===== config.mk =====
export PLATFORM = sky130hd
export DESIGN_NAME = cmc_top
export DESIGN_NICKNAME = d
export VERILOG_FILES = /design/src/design/cmc_mode_lut.v /design/src/design/cmc_clk_div.v /design/src/design/cmc_top.v
export VERILOG_INCLUDE_DIRS = /design/src /design/src/design
export SDC_FILE = /design/constraint.sdc
export NUM_CORES = 1
export LEC_CHECK = 0
export ABC_AREA = 0
export BUFFER_PORTS_ARGS = -buffer_cell sky130_fd_sc_hd__buf_2
export CAP_MARGIN = 5
export CORE_ASPECT_RATIO = 0.5
export CORE_MARGIN = 2
export CORE_UTILIZATION = 50
export CTS_BUF_LIST = sky130_fd_sc_hd__clkbuf_8
export DETAILED_ROUTE_END_ITERATION = 10
export GPL_ROUTABILITY_DRIVEN = 0
export PLACE_DENSITY_LB_ADDON = 0.25
export SETUP_SLACK_MARGIN = 0.1
export SLEW_MARGIN = 15
export SYNTH_ARGS = -nofsm -noshare
export SYNTH_HDL_FRONTEND = slang
export SYNTH_HIERARCHICAL = 1
export SYNTH_SLANG_ARGS = --single-unit

===== constraint.sdc =====
create_clock -name mclk -period 3.6 [get_ports mclk]
set_input_delay 0.18 -clock mclk [delete_from_list [all_inputs] [get_ports mclk]]
set_output_delay 0.18 -clock mclk [all_outputs]
set_load 0.01 [all_outputs]

===== src/design/cmc_consts.vh =====
// constants for the clock mode configuration block
`ifndef CMC_CONSTS_VH
`define CMC_CONSTS_VH

// ----------------------------------------
// register byte offsets
// ----------------------------------------
`define CMC_ADDR_W 17
`define CMC_OFS_CTRL 17'h10C80
`define CMC_OFS_MODE 17'h10C88

// ----------------------------------------
// control register fields
// ----------------------------------------
`define CMC_CLOCK_OUTPUT_DISABLE_BIT 27
`define CMC_BAUD_HI 31
`define CMC_BAUD_LO 30
`define CMC_BAUD_RST 2'h1
`define CMC_CLOCK_OUTPUT_DISABLE_RST 1'h0

// ----------------------------------------
// mode register fields
// ----------------------------------------
`define CMC_CPDF_LO 0
`define CMC_CMF_LO 4
`define CMC_BUS_DIVIDE_FACTOR_LO 8
`define CMC_COMMS_DIVIDE_FACTOR_LO 12
`define CMC_SPDF_LO 16
`define CMC_SMF_LO 20
`define CMC_DLL_BIT 25
`define CMC_CORE_DIVIDE_FACTOR_LO 28
`define CMC_MODE_RSV 32'h0D000000

// ----------------------------------------
// synchroniser layout
// ----------------------------------------
`define CMC_SYNC_POR 6
`define CMC_SYNC_RST 8'h40

// ----------------------------------------
// fixed divide values
// ----------------------------------------
`define CMC_SER_DIV 9'h004
`define CMC_BAUD_DIV0 9'h004
`define CMC_BAUD_DIV1 9'h010
`define CMC_BAUD_DIV2 9'h040
`define CMC_BAUD_DIV3 9'h100
`define CMC_ZERO32 32'h00000000

`endif


===== src/design/cmc_mode_lut.v =====
// lookup of six-bit clock mode into mode register image
`timescale 1ns/1ns
module cmc_mode_lut #(
   parameter [2047:0] MODE_TABLE = {64{32'h00000000}}
) (
   // mode in
   input wire [5:0] mode,
   // image out
   output wire [31:0] image
);
   // one 32-bit word per mode, entry 0 in low bits
   assign image = MODE_TABLE[{mode, 5'h00} +: 32];
endmodule


===== src/design/cmc_clk_div.v =====
// programmable divider producing a one-cycle enable pulse
`timescale 1ns/1ns
module cmc_clk_div (
   // clock and reset
   input wire mclk,
   input wire rst,
   // divide ratio, at least two
   input wire [8:0] ratio,
   // enable out
   output reg pulse
);
   reg [8:0] count;

   always @(posedge mclk) begin
      if (rst) begin
         count <= 9'h000;
         pulse <= 1'b0;
      end else if (count >= ratio - 9'h001) begin
         // ratio compared every cycle, so a change acts on the running count at once
         count <= 9'h000;
         pulse <= 1'b1;
      end else begin
         count <= count + 9'h001;
         pulse <= 1'b0;
      end
   end
endmodule


===== src/design/cmc_top.v =====
// clock mode configuration block with its registers on Avalon-MM
// Operation
// - six-bit mode joins three mode pins and three configuration-word bits
// - mode sampled only when internal power-on reset releases
// - serial controller clock always divided by four
// - baud divider bits 30-31 pick 4/16/64/256, power-on loads 01
// - baud divider change applied without disturbing any lock
// - control bit 27 disables clock output, power-on clears it
// - disabled clock output level is unspecified
// - mode register read-only, loaded at power-on, drives dividers and loops
// - mode bits 0-3 give core loop prediv 1 to 4
// - mode bits 8-11 give bus divide 2 to 6
// - mode bits 12-15 give comms divide 1 to 3
// - mode bits 16-19 give system loop prediv 1 to 6
// - mode bits 20-23 give system loop multiplier twice the code
// - mode bit 25 disables delay loop
// - mode register holds four-bit core divide, 0000 means one
// - core divide bits 28-31 map 0001..0101 to 2..6
`timescale 1ns/1ns
`include "cmc_consts.vh"
module cmc_top #(
   parameter [2047:0] MODE_TABLE = {64{32'h00000000}}
) (
   // clock and reset
   input wire mclk,
   input wire rst,
   // reset and strap pins
   input wire power_on_reset,
   input wire hard_reset_line,
   input wire [2:0] clock_mode_pins,
   input wire [2:0] clock_mode_high_bits,
   // avalon-mm slave
   input wire [16:0] address,
   input wire read,
   input wire write,
   input wire [3:0] byteenable,
   input wire [31:0] writedata,
   output reg [31:0] readdata,
   output reg waitrequest,
   // decoded clock controls
   output reg [3:0] core_pll_prediv,
   output reg [3:0] core_pll_mult,
   output reg [3:0] bus_divide_factor,
   output reg [3:0] comms_divide_factor,
   output reg [3:0] system_pll_prediv,
   output reg [3:0] system_pll_multiplier,
   output reg delay_loop_disable,
   output reg [3:0] core_divide_factor,
   output reg mode_invalid,
   // clock enables and output
   output reg serial_clk_en,
   output reg baud_generator_clock,
   output reg clock_output,
   output reg clock_output_disable
);
   // ----------------------------------------
   // pin synchronisers
   // ----------------------------------------
   // power-on bit resets to its asserted level, so no false release follows rst
   reg [7:0] sync_a;
   reg [7:0] sync_b;
   reg por_prev;
   always @(posedge mclk) begin
      if (rst) begin
         sync_a <= `CMC_SYNC_RST;
         sync_b <= `CMC_SYNC_RST;
         por_prev <= 1'b1;
      end else begin
         sync_a <= {hard_reset_line, power_on_reset, clock_mode_high_bits, clock_mode_pins};
         sync_b <= sync_a;
         por_prev <= sync_b[`CMC_SYNC_POR];
      end
   end
   wire por_s = sync_b[`CMC_SYNC_POR];
   wire por_release = por_prev & ~por_s;

   // ----------------------------------------
   // mode latch and lookup
   // ----------------------------------------
   reg [5:0] mode;
   reg load_pend;
   reg [31:0] mode_reg;
   wire [31:0] image;
   // table reads the latched mode, so late strap motion cannot leak in
   cmc_mode_lut #(.MODE_TABLE(MODE_TABLE)) u_lut (
      .mode(mode),
      .image(image)
   );
   // hard reset deliberately not looked at here
   always @(posedge mclk) begin
      if (rst) begin
         mode <= 6'h00;
         load_pend <= 1'b0;
         mode_reg <= `CMC_ZERO32;
      end else begin
         load_pend <= por_release;
         if (por_release) begin
            // configuration-word bits above the pin bits
            mode <= {sync_b[5:3], sync_b[2:0]};
         end
         // image loaded one cycle after the latch
         if (load_pend) begin
            // reserved bits read back as zero
            mode_reg <= image & ~`CMC_MODE_RSV;
         end
      end
   end

   // ----------------------------------------
   // field decode
   // ----------------------------------------
   function [3:0] fld;
      input [31:0] w;
      input integer lo;
      begin
         fld = w[lo +: 4];
      end
   endfunction

   function in_range;
      input [3:0] v;
      input [3:0] lo;
      input [3:0] hi;
      begin
         in_range = (v >= lo) && (v <= hi);
      end
   endfunction

   wire [3:0] f_cpdf = fld(mode_reg, `CMC_CPDF_LO);
   wire [3:0] f_bus_divide_factor = fld(mode_reg, `CMC_BUS_DIVIDE_FACTOR_LO);
   wire [3:0] f_comms_divide_factor = fld(mode_reg, `CMC_COMMS_DIVIDE_FACTOR_LO);
   wire [3:0] f_spdf = fld(mode_reg, `CMC_SPDF_LO);
   wire [3:0] f_smf = fld(mode_reg, `CMC_SMF_LO);
   wire [3:0] f_cdf = fld(mode_reg, `CMC_CORE_DIVIDE_FACTOR_LO);
   // unused codes are flagged; limit keeping stays with the board designer
   // one flag per four-bit field except the core loop multiplier
   reg [5:0] field_bad;
   always @* begin
      field_bad[0] = ~in_range(f_cpdf, 4'h0, 4'h3);
      field_bad[1] = ~in_range(f_bus_divide_factor, 4'h1, 4'h5);
      field_bad[2] = ~in_range(f_comms_divide_factor, 4'h0, 4'h2);
      field_bad[3] = ~in_range(f_spdf, 4'h0, 4'h5);
      field_bad[4] = ~in_range(f_smf, 4'h5, 4'hF);
      field_bad[5] = ~in_range(f_cdf, 4'h0, 4'h5);
   end

   // ----------------------------------------
   // decoded outputs
   // ----------------------------------------
   always @(posedge mclk) begin
      if (rst) begin
         core_pll_prediv <= 4'h0;
         core_pll_mult <= 4'h0;
         bus_divide_factor <= 4'h0;
         comms_divide_factor <= 4'h0;
         system_pll_prediv <= 4'h0;
         system_pll_multiplier <= 4'h0;
         delay_loop_disable <= 1'b0;
         core_divide_factor <= 4'h0;
         mode_invalid <= 1'b0;
      end else begin
         // factors given as divide value minus one except bus divide as full value, multiplier as full value/2
         core_pll_prediv <= f_cpdf;
         core_pll_mult <= fld(mode_reg, `CMC_CMF_LO);
         bus_divide_factor <= f_bus_divide_factor + 4'h1;
         comms_divide_factor <= f_comms_divide_factor;
         system_pll_prediv <= f_spdf;
         system_pll_multiplier <= f_smf;
         delay_loop_disable <= mode_reg[`CMC_DLL_BIT];
         core_divide_factor <= (f_cdf == 4'h0) ? 4'h0 : f_cdf;
         mode_invalid <= |field_bad;
      end
   end

   // ----------------------------------------
   // control register
   // ----------------------------------------
   function hit;
      input [16:0] a;
      input [16:0] ofs;
      begin
         hit = (a == ofs);
      end
   endfunction

   // reserved bits always read back as zero
   function [31:0] ctrl_word;
      input [1:0] sel;
      input dis;
      begin
         ctrl_word = `CMC_ZERO32;
         ctrl_word[`CMC_BAUD_HI:`CMC_BAUD_LO] = sel;
         ctrl_word[`CMC_CLOCK_OUTPUT_DISABLE_BIT] = dis;
      end
   endfunction

   reg [1:0] baud_sel;
   reg clk_dis;
   wire sel_ctrl = hit(address, `CMC_OFS_CTRL);
   wire sel_mode = hit(address, `CMC_OFS_MODE);

   always @(posedge mclk) begin
      if (rst || por_s) begin
         // power-on only; hard reset leaves these alone
         baud_sel <= `CMC_BAUD_RST;
         clk_dis <= `CMC_CLOCK_OUTPUT_DISABLE_RST;
      end else if (write && waitrequest == 1'b0 && sel_ctrl && byteenable[3]) begin
         // reserved bits dropped on write
         baud_sel <= writedata[`CMC_BAUD_HI:`CMC_BAUD_LO];
         clk_dis <= writedata[`CMC_CLOCK_OUTPUT_DISABLE_BIT];
      end
   end

   // ----------------------------------------
   // bus answer: one wait cycle then acknowledge
   // ----------------------------------------
   // request taken while waitrequest is high, answered the next cycle
   always @(posedge mclk) begin
      if (rst) begin
         waitrequest <= 1'b1;
      end else if ((read || write) && waitrequest) begin
         waitrequest <= 1'b0;
      end else begin
         // a held request falls back to wait
         waitrequest <= 1'b1;
      end
   end

   // writes to the mode register or unmapped addresses change nothing
   always @(posedge mclk) begin
      if (rst) begin
         readdata <= `CMC_ZERO32;
      end else if ((read || write) && waitrequest) begin
         if (read && sel_ctrl) begin
            readdata <= ctrl_word(baud_sel, clk_dis);
         end else if (read && sel_mode) begin
            readdata <= mode_reg;
         end else begin
            // writes and unmapped reads answer zero
            readdata <= `CMC_ZERO32;
         end
      end
   end

   // ----------------------------------------
   // clock enables
   // ----------------------------------------
   reg [8:0] baud_ratio;
   always @* begin
      case (baud_sel)
         2'h0: baud_ratio = `CMC_BAUD_DIV0;
         2'h1: baud_ratio = `CMC_BAUD_DIV1;
         2'h2: baud_ratio = `CMC_BAUD_DIV2;
         default: baud_ratio = `CMC_BAUD_DIV3;
      endcase
   end
   wire ser_p;
   wire baud_p;
   // serial rate fixed at four, never taken from a register
   cmc_clk_div u_ser (
      .mclk(mclk),
      .rst(rst),
      .ratio(`CMC_SER_DIV),
      .pulse(ser_p)
   );
   // new ratio compared every cycle, a count already past it wraps at once
   cmc_clk_div u_baud (
      .mclk(mclk),
      .rst(rst),
      .ratio(baud_ratio),
      .pulse(baud_p)
   );
   always @(posedge mclk) begin
      if (rst) begin
         serial_clk_en <= 1'b0;
         baud_generator_clock <= 1'b0;
         clock_output_disable <= 1'b0;
      end else begin
         serial_clk_en <= ser_p;
         baud_generator_clock <= baud_p;
         clock_output_disable <= clk_dis;
      end
   end

   // ----------------------------------------
   // clock output pin
   // ----------------------------------------
   always @(posedge mclk) begin
      if (rst) begin
         clock_output <= 1'b0;
      end else if (!clk_dis) begin
         clock_output <= ~clock_output;
      end else begin
         // disabled output holds last level, any level allowed
         clock_output <= clock_output;
      end
   end
endmodule


After elaboration in Yosys (flattened, before gate mapping):

Index checks and enable logic that the tools add are counted.

* multiplexer cells: 6
* add/subtract/negate cells: 4
* bitwise gates (word level): 10
* order comparisons: 14
* equal/unequal tests: 4
* shifts and indexed selects: 1
* reduce and logical (&&, ||, !) cells: 20

Operator list (number)
* $shiftx A2048 B12 Y32 const A: 1
* $mux W32: 2
* $eq A17 B17 Y1 const B: 2
* $pmux W9 S3: 1
* $ge A4 B1 Y1 const B: 5
* $add A9 B1 Y9 const B: 2
* $le A4 B3 Y1 const B: 3
* $logic_and A1 B1 Y1: 12
* $ge A9 B2 Y1 const B: 1
* $ge A9 B9 Y1: 1
* $not A1 Y1: 9
* $sub A9 B1 Y9 const B: 1
* $le A4 B2 Y1 const B: 2
* $reduce_or A2 Y1: 3
* $reduce_or A6 Y1: 1
* $add A4 B1 Y4 const B: 1
* $ge A4 B3 Y1 const B: 1
* $le A4 B4 Y1 const B: 1
* $logic_not A4 Y1: 1
* $mux W1: 3
* $eq A2 B1 Y1 const B: 1
* $eq A2 B2 Y1 const B: 1
* $logic_not A2 Y1: 1
* $logic_or A1 B1 Y1: 2
* $and A1 B1 Y1: 1

* output and inout bits: 67
* logic and storage cells: 86
* input bits: 65
* register bits after elaboration: 141

Depth between registers and ports, before layout:

Gate-level depths: netlist of the first run.

* depth after elaboration: 5
* mapped depth: 10
* gate-level depth less buffers: 10

By module:

The synthesis of the first run kept the hierarchy.

By module, submodules not included
* cmc_top: seq. area each 2382.3 um^2, area an instance 3937.5 um^2, cells an instance 343, instances 1
* cmc_clk_div: seq. area each 200.2 um^2, area an instance 728.2 um^2, cells an instance 81, instances 2
* cmc_mode_lut: seq. area each 0.0 um^2, area an instance 244.0 um^2, cells an instance 33, instances 1

Least setup slack after synthesis of the first run:

Ideal clock, no wire load.

* path kind: flip-flop to flip-flop
* from: register baud_sel[0]
* to: register u_baud.pulse
* arrival time: 2.421 ns
* setup time: 0.066 ns
* slack: 1.113 ns
* period minus slack after synthesis: 2.487 ns
* data required time: 3.534 ns
* buffers on the path: 0
* stages on the path, launching flop included: 10
* cell sequence: dfxtp_1 -> nor2b_1 -> or4_4 -> nor4_2 -> xnor2_1 -> ha_1 -> nand4_1 -> or3_1 -> o311ai_2 -> nor2b_1

* cells in the longest elaborated chain, start to end: 5
* elaborated cells on any way between the ends: 7
* classes of those cells: add/sub (1); order compare (1); eq/ne (2); mux (2); reduce/logical (1)

RTL lines
* from (decl): line cmc_top.v:197 `reg [1:0] baud_sel;`
* from (signal assigned): line cmc_top.v:205 `` baud_sel <= `CMC_BAUD_RST; ``
* from (signal assigned): line cmc_top.v:209 `` baud_sel <= writedata[`CMC_BAUD_HI:`CMC_BAUD_LO]; ``
* $eq A2 B2 Y1 (tied with other cells): line cmc_top.v:250 `case (baud_sel)`
* $pmux W9 S3 *: line cmc_top.v:250
* via baud_ratio[4]: line cmc_top.v:248 `reg [8:0] baud_ratio;`
* $sub A9 B1 Y9 *: line cmc_clk_div.v:18 `end else if (count >= ratio - 9'h001) begin`
* $ge A9 B9 Y1 *: line cmc_clk_div.v:18
* $mux W1 *: line cmc_clk_div.v:18
* to (signal assigned): line cmc_clk_div.v:17 `pulse <= 1'b0;`
* to (signal assigned): line cmc_clk_div.v:21 `pulse <= 1'b1;`
* to (signal assigned): line cmc_clk_div.v:24 `pulse <= 1'b0;`
* to (decl): line cmc_clk_div.v:10 `output reg pulse`

Mark *: on every way through the listed nets, which the timed path passes. The rest lies on a longest branch.
A chain may end at the register's enable or synchronous reset.

Final worst setup path of the first run:

Same ends and word-level chain as after synthesis.

==> flow_metrics.env, run 1 <==
export IMPL_r2r_cells=9
export IMPL_avgSynthCellArea_sq_um=10.4
export IMPL_r2r_start="baud_sel[0]"
export IMPL_ios=132
export IMPL_min_path_type="in2reg"
export IMPL_drv_cap=0
export IMPL_cts_repair_resized=0
export IMPL_reg2reg_to="u_baud/pulse"
export IMPL_track_usage_pct=18.0
export IMPL_fin_skew_ns=0.00985
export IMPL_grt_pass1_wl_mm=15.3
export IMPL_grt_antenna_before_repair=0
export IMPL_fin_util_pct=62.9
export IMPL_ir_drop_v=0.000213
export IMPL_worst_path_max_fanout=10
export IMPL_worstPathArrival_ns=3.07
export IMPL_finalSetupViolCount=0
export IMPL_gr_usage_met3_pct=6.11
export IMPL_grt_busiest_layer="met2"
export IMPL_wl_mm=9.41
export IMPL_endpoint_kind="flip-flop"
export IMPL_worstHoldStart="read"
export IMPL_n_antenna_cell=0
export IMPL_cts_tree="built"
export IMPL_fin_crit_sh_pct=75.1
export IMPL_final_hold_viol_count=0
export IMPL_clk_pin_slew_worst_paths_ns=0.07
export IMPL_fmax_ghz=0.370
export IMPL_drt_pass1_iter_count=4
export IMPL_dieArea_sq_mm=0.0110
export IMPL_hold_end="readdata[27]"
export IMPL_initial_core_util_pct=52.6
export IMPL_port_buffers=90
export IMPL_maxSlewViolCount=0
export IMPL_dieWidth_microns=147
export IMPL_worst_setup_path_type="reg2reg"
export IMPL_reg2reg_slack_ns=0.90
export IMPL_detail_route_antenna_nets=0
export IMPL_mostFrequentLayoutCell="dfxtp_1"
export IMPL_most_common_layout_cells="120 x dfxtp_1, 90 x buf_2, 72 x conb_1, 49 x nor2_1, 33 x nor2b_1"
export IMPL_crit_family="simple AND/OR/NAND/NOR gates"
export IMPL_hold_path_depth=3
export IMPL_synthCells=491
export IMPL_holdWs_ns=0.0631
export IMPL_crit_path_start_kind="flip-flop"
export IMPL_via_per_inst=4.65
export IMPL_nets=714
export IMPL_grt_pass1_vias=3187
export IMPL_grt_max_degree=60
export IMPL_rows=25
export IMPL_yosysWarningCount=6
export IMPL_path_cells="nor2b_1 -> or4_4 -> nor4_2 -> xnor2_1 -> ha_1 -> nand4_1 -> or3_1 -> o311ai_2 -> nor2b_1"
export IMPL_p_per_area_mw_per_mm2=457
export IMPL_worst_path_buf_inv=0
export IMPL_clock_root_buffer="clkbuf_8"
export IMPL_power_mw=2.78
export IMPL_drt_iter0_drc=175
export IMPL_met1_usage_pct=21.8
export IMPL_ctsHtreeMaxLevel=4
export IMPL_cts_sinks=121
export IMPL_tightest_slew_ns=0.895
export IMPL_area_growth_pct=19.4
export IMPL_drcViolationCount=0
export IMPL_grt_overflow_total=0
export IMPL_grt_util_met2_pct=30.1
export IMPL_routedWlPerCell_microns=12.2
export IMPL_clockBufferDepth=2
export IMPL_largest_register_ffs=30
export IMPL_clock_latency_ns=0.43
export IMPL_dp_hpwl_mm=6.33
export IMPL_max_slew_margin_pct=40.3
export IMPL_cp_required_ns=3.96
export IMPL_cts_buffers=17
export IMPL_finalSetupTns_ns=0
export IMPL_crit_top_cell="nor2b_1"
export IMPL_rsz0062_at_grt="false"
export IMPL_drive_above_1_share_pct=22.2
export IMPL_finalCriticalPeriod_ns=2.70
export IMPL_power_leakage_nw=2.68
export IMPL_via_count=3585
export IMPL_syn_area_sq_mm=0.00509
export IMPL_core_area_sq_mm=0.00967
export IMPL_dieHeight_microns=75.3
export IMPL_cp_slowest_stage_delay_ns=0.55
export IMPL_outcome="finished clean"
export IMPL_slowest_stage="or4_4"
-- worst max path at each step --
stage          slack (ns)              end  depth (start not counted)        start
2_1_floorplan        1.11     u_baud/pulse                          9  baud_sel[0]
3_3_place_gp         0.89     u_baud/pulse                          8  baud_sel[0]
3_5_place_dp         0.86  u_baud/count[1]                          8  baud_sel[0]
4_1_cts              0.85     u_baud/pulse                          8  baud_sel[0]
5_1_grt              0.57  u_baud/count[5]                          8  baud_sel[0]
6_report             0.90     u_baud/pulse                          9  baud_sel[0]
-- metal layers --
| layer | up-vias | routed length, microns |
|---|---|---|
| met5 | - | 0 |
| met4 | 0 | 140 |
| met3 | 12 | 438 |
| met2 | 74 | 4400 |
| met1 | 1641 | 4430 |
| li1 | 1858 | - |
-- worst register-to-register path, cell delays in order (launching register included) --
cell	delay, ns
dfxtp_1	0.35
nor2b_1	0.18
or4_4	0.55
nor4_2	0.18
xnor2_1	0.11
ha_1	0.32
nand4_1	0.14
or3_1	0.41
o311ai_2	0.21
nor2b_1	0.20
-- what timing repair did --
item / 4_1_cts / 5_1_grt
hold buffers: 4 / 0
endpoints found under the hold margin: 4 / 0
endpoints found under the setup margin: 0 / 0
buffers inserted: 0 / 0
-- through the flow --
step	worst slack [ns]	cell area, sq um	std cells
floorplan	1.11	5350	560
global placement	0.891	5620	736
detailed placement	0.865	5620	736
CTS	0.850	6080	771
global route	0.569	6080	771
finish	0.896	6080	771
-- final cells by class --
| class | count | area [sq um] |
|---|---|---|
| multi-input combinational | 372 | 2500 |
| sequential | 121 | 2420 |
| clock buffer | 19 | 262 |
| timing repair buffer | 96 | 505 |
| clock inverter | 12 | 151 |
| tap | 135 | 169 |
| inverter | 16 | 60.1 |
| fill | 838 | 3590 |
-- where the power goes --
group	internal, mW	switching [mW]	total [mW]
combinational	0.0663	0.0839	0.150
sequential	1.36	0.0243	1.38
clock	0.713	0.529	1.24
total	2.14	0.637	2.78
(Power assumes the default switching activity.)
==> inputs of run 2 (changes only) <==
Clock period 3.6 ns to 2.8 ns, I/O delays scaled along.
==> run 2 against run 1 <==
Count of clock-buffer cells in the layout increased by 2. Global-route usage is 0.37 points higher. Maximum frequency is 4.8% higher. Non-clock buffer count up 5. Critical path type unchanged. Largest power group unchanged.
==> flow_metrics.env, run 2 (synthesized netlist as in run 1, its figures left out) <==
export IMPL_outcome="finished clean"
export IMPL_worst_path_buf_inv=1
export IMPL_drv_cap=0
export IMPL_dp_hpwl_mm=6.39
export IMPL_clk_pin_slew_worst_paths_ns=0.07
export IMPL_clockBufferDepth=2
export IMPL_dieHeight_microns=75.3
export IMPL_dieArea_sq_mm=0.0110
export IMPL_track_usage_pct=18.4
export IMPL_routedWlPerCell_microns=12.2
export IMPL_internal_power_mw=2.72
export IMPL_clock_latency_ns=0.43
export IMPL_via_count=3575
export IMPL_max_slew_margin_pct=40.6
export IMPL_worst_setup_path_type="reg2reg"
export IMPL_largest_register_ffs=30
export IMPL_endpoint_kind="flip-flop"
export IMPL_drt_iter0_drc=166
export IMPL_grt_overflow_total=0
export IMPL_path_cells="nor2b_1 -> or4_4 -> nor4_4 -> xnor2_1 -> ha_1 -> nand4_1 -> or3_1 -> o311ai_2 -> buf_4 -> nor3b_1"
export IMPL_initial_core_util_pct=52.6
export IMPL_grt_antenna_before_repair=0
export IMPL_dp_cells=738
export IMPL_detail_route_antenna_nets=0
export IMPL_finalSetupViolCount=0
export IMPL_cts_tree="built"
export IMPL_port_buffers=90
export IMPL_fill_cells=806
export IMPL_drive_above_1_share_pct=23.1
export IMPL_ios=132
export IMPL_grt_max_degree=59
export IMPL_ctsHtreeMaxLevel=4
export IMPL_drt_pass1_iter_count=4
export IMPL_netSwitchingPower_mw=0.835
export IMPL_fin_crit_sh_pct=92.1
export IMPL_slowest_stage="or4_4"
export IMPL_worstPathArrival_ns=2.86
export IMPL_tightest_slew_ns=0.891
export IMPL_p_seq_share_pct=50.1
export IMPL_fin_skew_ns=0.0133
export IMPL_swShare_pct=23.5
export IMPL_wl_mm=9.48
export IMPL_rsz0062_at_grt="true"
export IMPL_finalCriticalPeriod_ns=2.58
export IMPL_dieWidth_microns=147
export IMPL_grt_pass1_wl_mm=15.7
export IMPL_finalSetupTns_ns=0
export IMPL_area_growth_pct=20.5
export IMPL_via_per_inst=4.61
export IMPL_multi_input_area_sq_mm=0.00252
export IMPL_n_antenna_cell=0
export IMPL_regArea_sq_mm=0.00243
export IMPL_ir_drop_v=0.000247
export IMPL_grt_pass1_vias=3242
export IMPL_maxSlewViolCount=0
export IMPL_holdWs_ns=0.0782
export IMPL_final_hold_viol_count=0
export IMPL_cts_buffers=17
export IMPL_cts_sinks=121
export IMPL_cp_slowest_stage_delay_ns=0.47
export IMPL_drcViolationCount=0
export IMPL_clock_root_buffer="clkbuf_8"
export IMPL_most_common_layout_cells="118 x dfxtp_1, 90 x buf_2, 72 x conb_1, 49 x nor2_1, 33 x nor2b_1"
export IMPL_crit_family="simple AND/OR/NAND/NOR gates"
export IMPL_power_leakage_nw=2.71
export IMPL_cp_required_ns=3.09
export IMPL_stdcell_count=776
export IMPL_fmax_ghz=0.388
export IMPL_crit_path_start_kind="flip-flop"
export IMPL_p_per_area_mw_per_mm2=580
export IMPL_rows=25
export IMPL_min_path_type="in2reg"
export IMPL_nets=719
export IMPL_clkPwrFrac_pct=44.3
export IMPL_combPwrFrac_pct=5.6
export IMPL_core_area_sq_mm=0.00967
export IMPL_mostFrequentLayoutCell="dfxtp_1"
export IMPL_worst_path_max_fanout=6
==> run 2: cell count changes in the layout (fill, tap and decap cells not counted), sizes merged <==
cell,change
buf,+4
clkbuf,+2
clkinvlp,-1
inv,-1
dlygate4sd3,+1
bufinv,-1
clkinv,+1
==> run 2: final timing paths <==
check               from  slack [ns]  cells past startpoint              end
max          baud_sel[0]        0.22                     10  u_baud/count[1]
max reg2reg  baud_sel[0]        0.22                     10  u_baud/count[1]
min           address[3]        0.08                      3     readdata[27]
min reg2reg    sync_a[6]        0.40                      1        sync_b[6]
==> run 2: per-layer routing <==
metal / global-route usage (%) / share of wire [%] / vias to the layer above
li1: - / - / 1866
met1: 23.0 / 48 / 1631
met2: 30.2 / 46 / 72
met3: 6.77 / 5.2 / 6
met4: 6.47 / 0.72 / 0
met5: 0 / 0 / -
==> run 2: power groups by stage <==
stage          combinational [mW]  sequential [mW]  clock (mW)
2_1_floorplan               0.167             1.81           0
3_3_place_gp                0.182             1.82           0
3_5_place_dp                0.187             1.82           0
4_1_cts                     0.195             1.78        1.60
5_1_grt                     0.227             1.78        1.69
6_report                    0.199             1.78        1.57
==> run 2: worst min-delay path: cells and delay by family <==
kind	cells	cell delay [ns]
buffers and inverters	1	0.13
AND/OR/NAND/NOR	1	0.11
AO/OA/AOI/OAI	1	0.07
==> run 2: timing repair <==
action,4_1_cts,5_1_grt
setup buffers,0,1
endpoints found under the hold margin,5,0
hold buffers,5,0
resized for setup,4,2
cloned,1,0
endpoints found under the setup margin,10,10
pin swaps,1,1
==> run 2: stage by stage <==
step	worst slack [ns]	total power, mW	util, %	area, sq um
floorplan	0.313	1.98	-	5350
global placement	0.0995	2.00	58.3	5640
detailed placement	0.0669	2.01	58.3	5640
CTS	0.143	3.57	63.3	6120
global route	0.0554	3.70	63.4	6130
finish	0.221	3.55	63.4	6130
==> run 2: cell type report <==
type,instances,share of cell area [%]
Sequential cell,121,39.6
Clock buffer,21,4.71
Clock inverter,10,1.94
Tap cell,135,2.76
Multi-Input combinational cell,372,41.1
Inverter,16,0.980
Timing Repair Buffer,101,8.90
==> inputs of run 3 (changes only) <==
Settings changed: CAP_MARGIN 5 to 20, GPL_TIMING_DRIVEN from default to 0.
==> run 3 against run 2 <==
Count of clock-buffer cells in the layout is 2 lower. Register-to-register slack lost 0.02 ns. Combinational power grew 25%. Cell count up 6.2%. Routed wire length grew 8.1%. Largest cell class unchanged. Highest routed layer unchanged.
==> flow_metrics.env, run 3 (synthesized netlist as in run 1, its figures left out) <==
export IMPL_drt_pass1_iter_count=4
export IMPL_stdcell_count=824
export IMPL_wl_mm=10.3
export IMPL_fin_skew_ns=0.0107
export IMPL_clk_pin_slew_worst_paths_ns=0.08
export IMPL_crit_path_start_kind="flip-flop"
export IMPL_cts_buffers=17
export IMPL_rsz0062_at_grt="false"
export IMPL_clockBufferDepth=2
export IMPL_fin_crit_sh_pct=92.9
export IMPL_finalSetupViolCount=0
export IMPL_cp_required_ns=3.16
export IMPL_swShare_pct=24.5
export IMPL_place_ws_ns=0.0318
export IMPL_mostFrequentLayoutCell="dfxtp_1"
export IMPL_grt_overflow_total=0
export IMPL_cts_sinks=121
export IMPL_power_mw=3.59
export IMPL_initial_core_util_pct=52.6
export IMPL_ctsHtreeMaxLevel=4
export IMPL_largest_register_ffs=30
export IMPL_ir_drop_v=0.000273
export IMPL_core_area_sq_mm=0.00967
export IMPL_p_per_area_mw_per_mm2=552
export IMPL_grt_antenna_before_repair=0
export IMPL_ios=132
export IMPL_dieWidth_microns=147
export IMPL_n_antenna_cell=0
export IMPL_grt_pass1_wl_mm=16.5
export IMPL_drv_cap=0
export IMPL_power_leakage_nw=2.97
export IMPL_fmax_ghz=0.384
export IMPL_most_common_layout_cells="119 x dfxtp_1, 94 x buf_2, 72 x conb_1, 48 x nor2_1, 33 x nor2b_1"
export IMPL_holdWs_ns=0.0532
export IMPL_drcViolationCount=0
export IMPL_drt_iter0_drc=176
export IMPL_combPwrFrac_pct=6.9
export IMPL_worst_setup_path_type="reg2reg"
export IMPL_finalSetupTns_ns=0
export IMPL_netSwitchingPower_mw=0.879
export IMPL_worst_path_max_fanout=6
export IMPL_rows=25
export IMPL_cts_tree="built"
export IMPL_track_usage_pct=19.4
export IMPL_dp_cells=785
export IMPL_p_seq_share_pct=49.4
export IMPL_endpoint_kind="flip-flop"
export IMPL_min_path_type="in2reg"
export IMPL_drive_above_1_share_pct=26.6
export IMPL_clock_root_buffer="clkbuf_8"
export IMPL_dp_hpwl_mm=7.30
export IMPL_internal_power_mw=2.71
export IMPL_dieHeight_microns=75.3
export IMPL_grt_pass1_vias=3544
export IMPL_routedWlPerCell_microns=12.4
export IMPL_detail_route_antenna_nets=0
export IMPL_outcome="finished clean"
export IMPL_via_per_inst=4.71
export IMPL_tightest_slew_ns=0.760
export IMPL_grt_max_degree=17
export IMPL_clkPwrFrac_pct=43.7
export IMPL_finalCriticalPeriod_ns=2.60
export IMPL_nets=766
export IMPL_max_slew_margin_pct=49.4
export IMPL_port_buffers=90
export IMPL_area_growth_pct=27.8
export IMPL_dieArea_sq_mm=0.0110
export IMPL_worstPathArrival_ns=2.96
export IMPL_via_count=3882
export IMPL_worst_slack_ns=0.199
export IMPL_final_hold_viol_count=0
export IMPL_clock_latency_ns=0.43
export IMPL_maxSlewViolCount=0
## run 3: changes by cell type in the layout (fill, tap and decap cells not counted), sizes merged
cell / previous run / this run
clkinvlp: 3 / 2
inv: 16 / 20
clkbuf: 21 / 30
o311ai: 2 / 3
buf: 96 / 131
## run 3: metrics by stage
| step | utilization, % | cell area (sq um) |
|---|---|---|
| after floorplan | - | 5350 |
| final | 67.3 | 6500 |
| after global routing | 67.3 | 6500 |
| after detailed placement | 61.7 | 5970 |
| after global placement | 61.7 | 5970 |
| after CTS | 66.6 | 6440 |
## run 3: cell type report
| type | count | area, sq um |
|---|---|---|
| plain buffers | 51 | 362 |
| clock buffers | 19 | 262 |
| clock inverters | 13 | 145 |
| fillers | 781 | 3160 |
| inverters | 16 | 60.1 |
| multi-input cells | 373 | 2570 |
| flip-flops and latches | 121 | 2430 |
| well taps | 135 | 169 |
| repair buffers | 96 | 508 |
## run 3: final timing paths
path	from	to	cells past startpoint	slack (ns)
setup / recovery	baud_sel[0]	u_baud/pulse	9	0.20
hold reg to reg	sync_a[6]	sync_b[6]	1	0.43
hold / removal	address[3]	readdata[27]	3	0.05
setup reg to reg	baud_sel[0]	u_baud/pulse	9	0.20
## run 3: timing repair
item | 4_1_cts | 5_1_grt
setup buffers | 0 | 1
pin swaps | 2 | 4
hold endpoints to repair | 5 | 0
gates resized for setup | 2 | 9
hold buffers | 5 | 0
cloned | 0 | 1
endpoints found under the setup margin | 10 | 10
## run 3: critical path, stage by stage (launching register included)
cell      delay (ns)
dfxtp_4         0.37
nor2b_2         0.17
or4_4           0.47
nor4_4          0.16
xnor2_1         0.10
ha_1            0.32
nand4_1         0.20
or3_4           0.46
o311ai_4        0.11
nor2b_1         0.17
## run 3: power by group through the flow
stage / Sequential [mW] / Clock, mW / Combinational (mW)
2_1_floorplan: 1.81 / 0 / 0.167
3_3_place_gp: 1.81 / 0 / 0.226
3_5_place_dp: 1.81 / 0 / 0.231
4_1_cts: 1.77 / 1.60 / 0.239
5_1_grt: 1.78 / 1.68 / 0.282
6_report: 1.77 / 1.57 / 0.248
## run 3: metal layers
layer  global-route usage, %  vias to the layer above  part of all wire [%]
li1                        -                     1961                     -
met2                    33.2                       85                    47
met1                    24.0                     1821                    48
met3                    5.27                       15                   4.0
met5                       0                        -                     0
met4                    7.66                        0                   1.4
